## src/core/mpm_pkg.sv

```systemverilog
// Package with the constants shared by the mode pin function multiplexer.
package mpm_pkg;
    // ****************************************
    // Mode pin positions
    // ****************************************
    localparam int MODE_PIN_COUNT = 6;
    localparam int MP_SCK = 0;
    localparam int MP_TXD = 1;
    localparam int MP_RXD = 2;
    localparam int MP_W_LO = 3;
    localparam int MP_W_HI = 4;
    localparam int MP_ENDIAN = 5;
    // Strobes are active low; the idle level is high.
    localparam logic STROBE_IDLE = 1'b1;
    localparam logic [5:0] MODE_RESET = 6'h00;
    // Settle count value at which the synchronised mode pins are captured.
    localparam logic [1:0] SETTLE_LAST = 2'h2;
    localparam int LANE_COUNT = 4;
    // Area 0 data bus width codes as seen on the two width pins.
    typedef enum logic [1:0] {
        MPM_W_RSVD = 2'h0,
        MPM_W_8 = 2'h1,
        MPM_W_16 = 2'h2,
        MPM_W_32 = 2'h3
    } mpm_width_t;
    // Memory type of the area being accessed.
    typedef enum logic [1:0] {
        MPM_MEM_NORMAL = 2'h0,
        MPM_MEM_PSRAM = 2'h1,
        MPM_MEM_SDRAM = 2'h2,
        MPM_MEM_DRAM = 2'h3
    } mpm_mem_t;
endpackage

```

## src/core/mpm_pin_mux.sv

```systemverilog
// Mode pin capture and pin function multiplexer of the external bus.
// Operation
// - Latch six mode pins on the third clock edge after power-on reset release.
// - Sixth mode pin selects byte ordering.
// - Fourth and fifth pins select area 0 width.
// - Area 2 DRAM reuses endian pin as strobe.
// - Area 6 card reuses fifth pin.
// - Area 5 card reuses fourth pin.
// - Serial enable takes receive data pin three.
// - Serial enable drives transmit on pin two.
// - Serial enable uses pin one as clock.
// - Chip-active low forces hardware standby.
// - Select 6 is select or card enable.
// - Select 5 is select or card enable.
// - Lane 0 strobe qualifies D7-D0.
// - Lane 1 strobe qualifies D15-D8.
// - Lane 2 strobe, also card I/O read.
// - Lane 3 strobe, also card I/O write.
// - Column strobe 3: D31-D24, area 2 D15-D8.
// - Column strobe 2: D23-D16, area 2 D7-D0.
// - Column strobe 0: D7-D0, SDRAM CAS, PSRAM OE.
// - Column strobe 1 selects D15-D8.
// - Row strobe serves DRAM, SDRAM, PSRAM enable.
// - Endian pin is input until area 2 DRAM.
`timescale 1ns/1ps
`default_nettype none
module mpm_pin_mux
    import mpm_pkg::*;
(
    // Clock and reset
    input wire logic clock,
    input wire logic sys_rst,
    // Mode pins: input, output, output enable (low drives)
    input wire logic [MODE_PIN_COUNT-1:0] modePinIn,
    output logic [MODE_PIN_COUNT-1:0] modePinOut,
    output logic [MODE_PIN_COUNT-1:0] modePinOeN,
    // Chip active input from the board
    input wire logic chipActiveIn,
    // Function enables from software
    input wire logic area2DramEn,
    input wire logic area5CardEn,
    input wire logic area6CardEn,
    input wire logic serialPortEn,
    input wire logic serialClkOutEn,
    // Serial port side
    input wire logic serialTxd,
    input wire logic serialClkOut,
    output logic serialRxd,
    output logic serialClkIn,
    // Access from the bus controller
    input wire logic accessOn,
    input wire logic isWrite,
    input wire logic cardIoAccess,
    input wire logic area2Access,
    input wire logic area5Access,
    input wire logic area6Access,
    input wire logic rowStrobeReq,
    input wire logic colStrobeReq,
    input wire mpm_mem_t memType,
    input wire logic [LANE_COUNT-1:0] laneSel,
    // Configuration out
    output logic bigEndian,
    output mpm_width_t area0Width,
    output logic hwStandby,
    // Bus strobes, active low
    output logic areaFiveSelectN,
    output logic areaSixSelectN,
    output logic sharedRowStrobeN,
    output logic [LANE_COUNT-1:0] laneStrobeN,
    output logic [LANE_COUNT-1:0] colStrobeN
);
    // ****************************************
    // Pin synchronisers
    // ****************************************
    logic [MODE_PIN_COUNT-1:0] pinSync;
    logic chipActiveSync;

    for (genvar i = 0; i < MODE_PIN_COUNT; i++) begin : g_sync
        mpm_sync2 #(.RESET_VAL(1'b0)) u_sync (
            .clock(clock),
            .sys_rst(sys_rst),
            .din(modePinIn[i]),
            .dout(pinSync[i])
        );
    end

    // Reset value high so standby is not entered during reset itself.
    mpm_sync2 #(.RESET_VAL(1'b1)) u_ca_sync (
        .clock(clock),
        .sys_rst(sys_rst),
        .din(chipActiveIn),
        .dout(chipActiveSync)
    );

    // ****************************************
    // Mode capture
    // ****************************************
    // The capture is made on the third edge after reset release, once the
    // synchronisers carry the pins; the asynchronous reset only clears it.
    logic captured_q;
    logic captured_d;
    logic [MODE_PIN_COUNT-1:0] mode_q;
    logic [MODE_PIN_COUNT-1:0] mode_d;
    logic [1:0] settle_q;
    logic [1:0] settle_d;

    always_comb begin
        captured_d = captured_q;
        mode_d = mode_q;
        settle_d = settle_q;
        if (!captured_q) begin
            if (settle_q == SETTLE_LAST) begin
                mode_d = pinSync;
                captured_d = 1'b1;
            end else begin
                settle_d = settle_q + 2'h1;
            end
        end
    end

    always_ff @(posedge clock or posedge sys_rst) begin
        if (sys_rst) begin
            captured_q <= 1'b0;
            mode_q <= MODE_RESET;
            settle_q <= 2'h0;
        end else begin
            captured_q <= captured_d;
            mode_q <= mode_d;
            settle_q <= settle_d;
        end
    end

    assign bigEndian = mode_q[MP_ENDIAN];
    assign area0Width = mpm_width_t'({mode_q[MP_W_HI], mode_q[MP_W_LO]});

    // ****************************************
    // Standby and strobe generation
    // ****************************************
    logic liveAccess;
    logic area2Dram;
    logic [LANE_COUNT-1:0] colHit;
    logic [LANE_COUNT-1:0] laneBase;

    assign hwStandby = ~chipActiveSync;
    assign liveAccess = accessOn & ~hwStandby & captured_q;
    assign area2Dram = area2DramEn & area2Access & (memType == MPM_MEM_DRAM);

    always_comb begin
        // Area 2 DRAM is 16 bits wide on the two upper column strobes.
        colHit = laneSel & {LANE_COUNT{colStrobeReq}};
        if (area2Dram) begin
            colHit = {laneSel[1:0], 2'h0} & {LANE_COUNT{colStrobeReq}};
        end
        laneBase = laneSel;
    end

    for (genvar l = 0; l < LANE_COUNT; l++) begin : g_lane
        logic lsN;
        logic csN;
        mpm_strobe_lane u_lane (
            .laneHit(laneBase[l]),
            .colHit(colHit[l]),
            .isWrite(isWrite),
            .accessOn(liveAccess & ~cardIoAccess & ~area2Dram),
            .memType(memType),
            .strobeN(lsN),
            .colStrobeN(csN)
        );
        if (l >= 2) begin : g_io
            // Upper lanes double as card I/O read (2) and write (3).
            logic ioHit;
            assign ioHit = liveAccess & cardIoAccess & ((l == 3) ? isWrite : ~isWrite);
            assign laneStrobeN[l] = lsN & ~ioHit;
        end else begin : g_plain
            assign laneStrobeN[l] = lsN;
        end
        if (l == 0) begin : g_cas0
            // Lane 0 column strobe is also SDRAM CAS and pseudo-SRAM output enable.
            logic memSel;
            assign memSel = liveAccess & colStrobeReq & ~area2Dram &
                ((memType == MPM_MEM_SDRAM) | ((memType == MPM_MEM_PSRAM) & ~isWrite));
            assign colStrobeN[l] = csN & ~memSel;
        end else begin : g_casx
            logic a2Hit;
            assign a2Hit = liveAccess & area2Dram & colHit[l];
            assign colStrobeN[l] = csN & ~a2Hit;
        end
    end

    always_comb begin
        sharedRowStrobeN = ~(liveAccess & rowStrobeReq & ~area2Dram &
            (memType != MPM_MEM_NORMAL));
        // One select line per area; card mode makes it the first card enable.
        areaFiveSelectN = ~(liveAccess & area5Access &
            (area5CardEn ? laneSel[0] : 1'b1));
        areaSixSelectN = ~(liveAccess & area6Access &
            (area6CardEn ? laneSel[0] : 1'b1));
    end

    // ****************************************
    // Mode pin reuse
    // ****************************************
    logic a5Second;
    logic a6Second;
    logic a2Row;

    // Second card enable covers the odd byte of a 16-bit card access.
    assign a5Second = liveAccess & area5Access & laneSel[1];
    assign a6Second = liveAccess & area6Access & laneSel[1];
    assign a2Row = liveAccess & area2Dram & rowStrobeReq;

    always_comb begin
        // Undriven pins default to input with output at idle high; the clock pin, serial port on, keeps serialClkOut.
        modePinOut = {MODE_PIN_COUNT{STROBE_IDLE}};
        modePinOeN = {MODE_PIN_COUNT{1'b1}};
        if (captured_q && area2DramEn) begin
            modePinOeN[MP_ENDIAN] = 1'b0;
            modePinOut[MP_ENDIAN] = ~a2Row;
        end
        if (captured_q && area6CardEn) begin
            modePinOeN[MP_W_HI] = 1'b0;
            modePinOut[MP_W_HI] = ~a6Second;
        end
        if (captured_q && area5CardEn) begin
            modePinOeN[MP_W_LO] = 1'b0;
            modePinOut[MP_W_LO] = ~a5Second;
        end
        if (captured_q && serialPortEn) begin
            modePinOeN[MP_TXD] = 1'b0;
            modePinOut[MP_TXD] = serialTxd;
            modePinOeN[MP_SCK] = ~serialClkOutEn;
            modePinOut[MP_SCK] = serialClkOut;
        end
    end

    always_comb begin
        serialRxd = STROBE_IDLE;
        serialClkIn = 1'b0;
        if (captured_q && serialPortEn) begin
            serialRxd = pinSync[MP_RXD];
            serialClkIn = pinSync[MP_SCK];
        end
    end
endmodule // mpm_pin_mux
`default_nettype wire

```

## src/core/mpm_sync2.sv

```systemverilog
// Two flip-flop synchroniser for one pin input.
`timescale 1ns/1ps
`default_nettype none
module mpm_sync2 #(
    parameter logic RESET_VAL = 1'b0
) (
    // Clock and reset
    input wire logic clock,
    input wire logic sys_rst,
    // Data
    input wire logic din,
    output logic dout
);
    logic meta_q;
    logic meta_d;
    logic sync_q;
    logic sync_d;

    always_comb begin
        meta_d = din;
        sync_d = meta_q;
    end

    always_ff @(posedge clock or posedge sys_rst) begin
        if (sys_rst) begin
            meta_q <= RESET_VAL;
            sync_q <= RESET_VAL;
        end else begin
            meta_q <= meta_d;
            sync_q <= sync_d;
        end
    end

    assign dout = sync_q;
endmodule // mpm_sync2
`default_nettype wire

```

## src/core/mpm_strobe_lane.sv

```systemverilog
// One byte lane: picks the active-low strobe and column strobe for its lane.
`timescale 1ns/1ps
`default_nettype none
module mpm_strobe_lane
    import mpm_pkg::*;
(
    // Access qualifiers
    input wire logic laneHit,
    input wire logic colHit,
    input wire logic isWrite,
    input wire logic accessOn,
    input wire mpm_mem_t memType,
    // Lane strobes, active low
    output logic strobeN,
    output logic colStrobeN
);
    always_comb begin
        strobeN = STROBE_IDLE;
        colStrobeN = STROBE_IDLE;
        if (accessOn) begin
            unique case (memType)
                // Write enable only on writes to the lane.
                MPM_MEM_NORMAL, MPM_MEM_PSRAM: begin
                    strobeN = ~(laneHit & isWrite);
                end
                // Data mask: low keeps the lane, high masks it.
                MPM_MEM_SDRAM: begin
                    strobeN = ~laneHit;
                end
                MPM_MEM_DRAM: begin
                    colStrobeN = ~colHit;
                end
            endcase
        end
    end
endmodule // mpm_strobe_lane
`default_nettype wire

```

## config.mk

```make
export PLATFORM = sky130hd
export DESIGN_NAME = mpm_pin_mux
export DESIGN_NICKNAME = d
export VERILOG_FILES = /design/src/core/mpm_pkg.sv /design/src/core/mpm_pin_mux.sv /design/src/core/mpm_sync2.sv /design/src/core/mpm_strobe_lane.sv
export SDC_FILE = /design/constraint.sdc
export NUM_CORES = 1
export LEC_CHECK = 0
export BUFFER_PORTS_ARGS = -buffer_cell sky130_fd_sc_hd__buf_2
export CAP_MARGIN = 5
export CORE_MARGIN = 3
export CORE_UTILIZATION = 23
export CTS_CLUSTER_DIAMETER = 120
export DETAILED_ROUTE_END_ITERATION = 10
export SLEW_MARGIN = 20
export SYNTH_ARGS = -nofsm -noshare
export SYNTH_HDL_FRONTEND = slang
export SYNTH_SLANG_ARGS = --single-unit
```

## constraint.sdc

```tcl
create_clock -name clock -period 1.7 [get_ports clock]
set_input_delay 0.17 -clock clock [delete_from_list [all_inputs] [get_ports clock]]
set_output_delay 0.17 -clock clock [all_outputs]
set_load 0.02 [all_outputs]
```

==> reports/results.txt <==
status: finished, violations left
failing checks: negative hold slack
dpl cells: 186
cts bufs inserted: 3
vias in the first global route: 687
setup tns final: 0 ps
first-pass GRT wire length: 2820 um
maxcap violations: 0
CTS tree: yes
WHS: -14.5 ps
Slowest-stage cell, CP: dfstp_2
total power draw: 0.903 mW
Reg power frac: 50.2%
Power Density: 729 nW/um2
vias per std cell: 4.27
switching portion of total power: 24.9%
postcts setup bufs: 0
Worst-Skew Late Latency: 250 ps
post-synthesis cell count: 89
Synth top cells by count: dfrtp_1, nand3_1, buf_4, nand2_1
WL per Instance: 10.0 um
DRT Pass-1 Iters: 4
worst slew pin tran: 621 ps
Final period util: 92.9%
# port buffers: 55
Synth Flop Type: dfrtp_1
Mapped Avg Cell Area: 10.1 um2
Logic pwr share: 17.3%
Post-CTS Resized: 0
FP Rows: 22
Clock Skew: 3.39 ps
final worst path period need: 1580 ps
Initial Util: 24.2%
sequential area share after synthesis: 50.3%
leakage: 0.590 nW
clk sink count: 18
CP max FO: 14
Yosys top cell area share: 44.4%
CP peak stage delay: 520 ps
Worst setup SP type: flop
Final #Nets: 174
Chip Width: 68.6 um
Die Area: 4700 um2
Post-synth EDFFs: 0
Setup crit end kind: output port
crit-path cells: and3_1, buf_4, o2111ai_1, buf_2
global route total overflow: 0
post-route ant nets: 0
Synth cell types: 28
Max clock buf depth: 2
Post-CTS Hold Buffers: 0
worst rel slew slack: 58.5%
DRT iter0 DRCs: 38
Ys Warns: 0
CTS clk-pin slew, worst paths: 60 ps
data arrival time of the worst path: 1410 ps
Final Hold Viols: 16
area leader, netlist: dfrtp_1
DRC violations left: 0
initial antenna violation count: 0
Final Util: 33.4%
Syn Std Cell Area: 901 um2
Synth area leaders: dfrtp_1, mux2_2, dfstp_2
top-count cell post-synth: dfrtp_1
VDD IR max: 0.496 mV
Total GRT Usage: 7.94%
die height: 68.6 um
Placer Congestion: 0.720
Max Freq: 633 MHz
Diodes inserted: 0
unrepaired setup endpoints after global routing: false
Clock power frac: 32.5%
Placeable Area: 3720 um2
htree depth: 1
Critical Path RT: 1530 ps
routed via count: 811
routed wire length: 1910 um
Layout area overhead: 37.6%
Psw: 0.225 mW
Async S/R FF share, synth: 100%
layout cell share with drive strength beyond 1: 50.0%
Final setup violation count: 0
CTS root buffer: clkbuf_8
Int Pwr: 0.678 mW
I/O Pins: 59
worst min path class: input port to asynchronous set/reset pin
final cell count without fillers: 190
Crit Path Class: flop to output port
Slew Limit Fails: 0
dpl hpwl: 1610 um
FF+latch count, synth: 18
largest net degree at the start of global routing: 19
[placed cells by master, fill, tap and decap left out, types with 2 or more instances in the layout]
| cell type | instances |
|---|---|
| inv_1 | 5 |
| clkbuf_8 | 3 |
| a21oi_1 | 3 |
| and4b_1 | 2 |
| nand2b_1 | 5 |
| nor2_1 | 3 |
| nor2b_1 | 5 |
| dfstp_2 | 2 |
| buf_4 | 2 |
| nand2_1 | 6 |
| nand3_1 | 8 |
| nand4_1 | 4 |
| or2_2 | 3 |
| and3_1 | 2 |
| conb_1 | 2 |
| mux2_2 | 5 |
| dfrtp_1 | 16 |
| buf_2 | 55 |
[power groups by stage]
stage	Sequential, mW	Clock, mW	Combinational [mW]
after floorplan	0.465	0	0.0894
after global placement	0.461	0	0.158
after detailed placement	0.461	0	0.158
after CTS	0.454	0.306	0.159
after global routing	0.455	0.323	0.173
final	0.453	0.294	0.156
[flip-flops by register name, indices dropped and copies added, names as in the netlist]
name,flops
g_sync.u_sync.meta_q,5
captured_q,1
u_ca_sync.meta_q,1
settle_q,2
mode_q,3
g_sync.u_sync.dout,5
u_ca_sync.dout,1
[worst paths after layout]
check                      slack (ps)               endpoint  cells after the start                     from
max in group asynchronous        1310  g_sync[2].u_sync.dout                      2                  sys_rst
max reg2reg                       380              mode_q[5]                      4              settle_q[0]
max                               120       sharedRowStrobeN                      4           u_ca_sync.dout
min                               -10  g_sync[4].u_sync.dout                      2                  sys_rst
min reg2reg                       350  g_sync[4].u_sync.dout                      0  g_sync[4].u_sync.meta_q
min in group clock                 20       u_ca_sync.meta_q                      1             chipActiveIn
[cell families (layout without fill, tap and decap cells)]
group / count (synthesis) / count (layout) / share of synthesized area [%]
AO/OA/AOI/OAI: 9 / 9 / 6.39
XOR/XNOR: 1 / 1 / 0.972
adder cells (fa/ha/maj): 1 / 1 / 1.39
buffers and inverters: 14 / 66 / 8.75
flip-flops: 18 / 18 / 50.3
multiplexers: 5 / 5 / 6.25
other: 1 / 2 / 0.416
AND/OR/NAND/NOR: 40 / 40 / 25.6
[area by class of cell]
cell class                      instances  area (um2)
Timing Repair Buffer                   57         290
Clock buffer                            4        45.0
Tap cell                               48        60.1
Fill cell                             394        2480
Multi-Input combinational cell         58         373
Inverter                                5        18.8
Sequential cell                        18         453
[per-stage QoR]
stage | cell area [um2] | worst slack [ps]
6_report | 1240 | 120
5_1_grt | 1240 | 28.6
4_1_cts | 1240 | 97.4
3_5_place_dp | 1190 | 356
3_3_place_gp | 1190 | 376
2_1_floorplan | 905 | 386
[metal layers]
| layer | track usage [%] | vias to the layer above | part of all wire (%) |
|---|---|---|---|
| li1 | - | 402 | - |
| met1 | 8.63 | 373 | 40 |
| met2 | 14.3 | 34 | 48 |
| met3 | 1.46 | 2 | 11 |
| met4 | 4.47 | 0 | 1.3 |
| met5 | 0 | - | 0 |
[critical path, delay by kind of cell (launching register included)]
kind	cells	cell delay [ps]
AOI/OAI and AO/OA	1	130
buffers and inverters	2	360
DFF	1	520
and+or+nand+nor	1	150
Power figures use the tool's default switching activity.
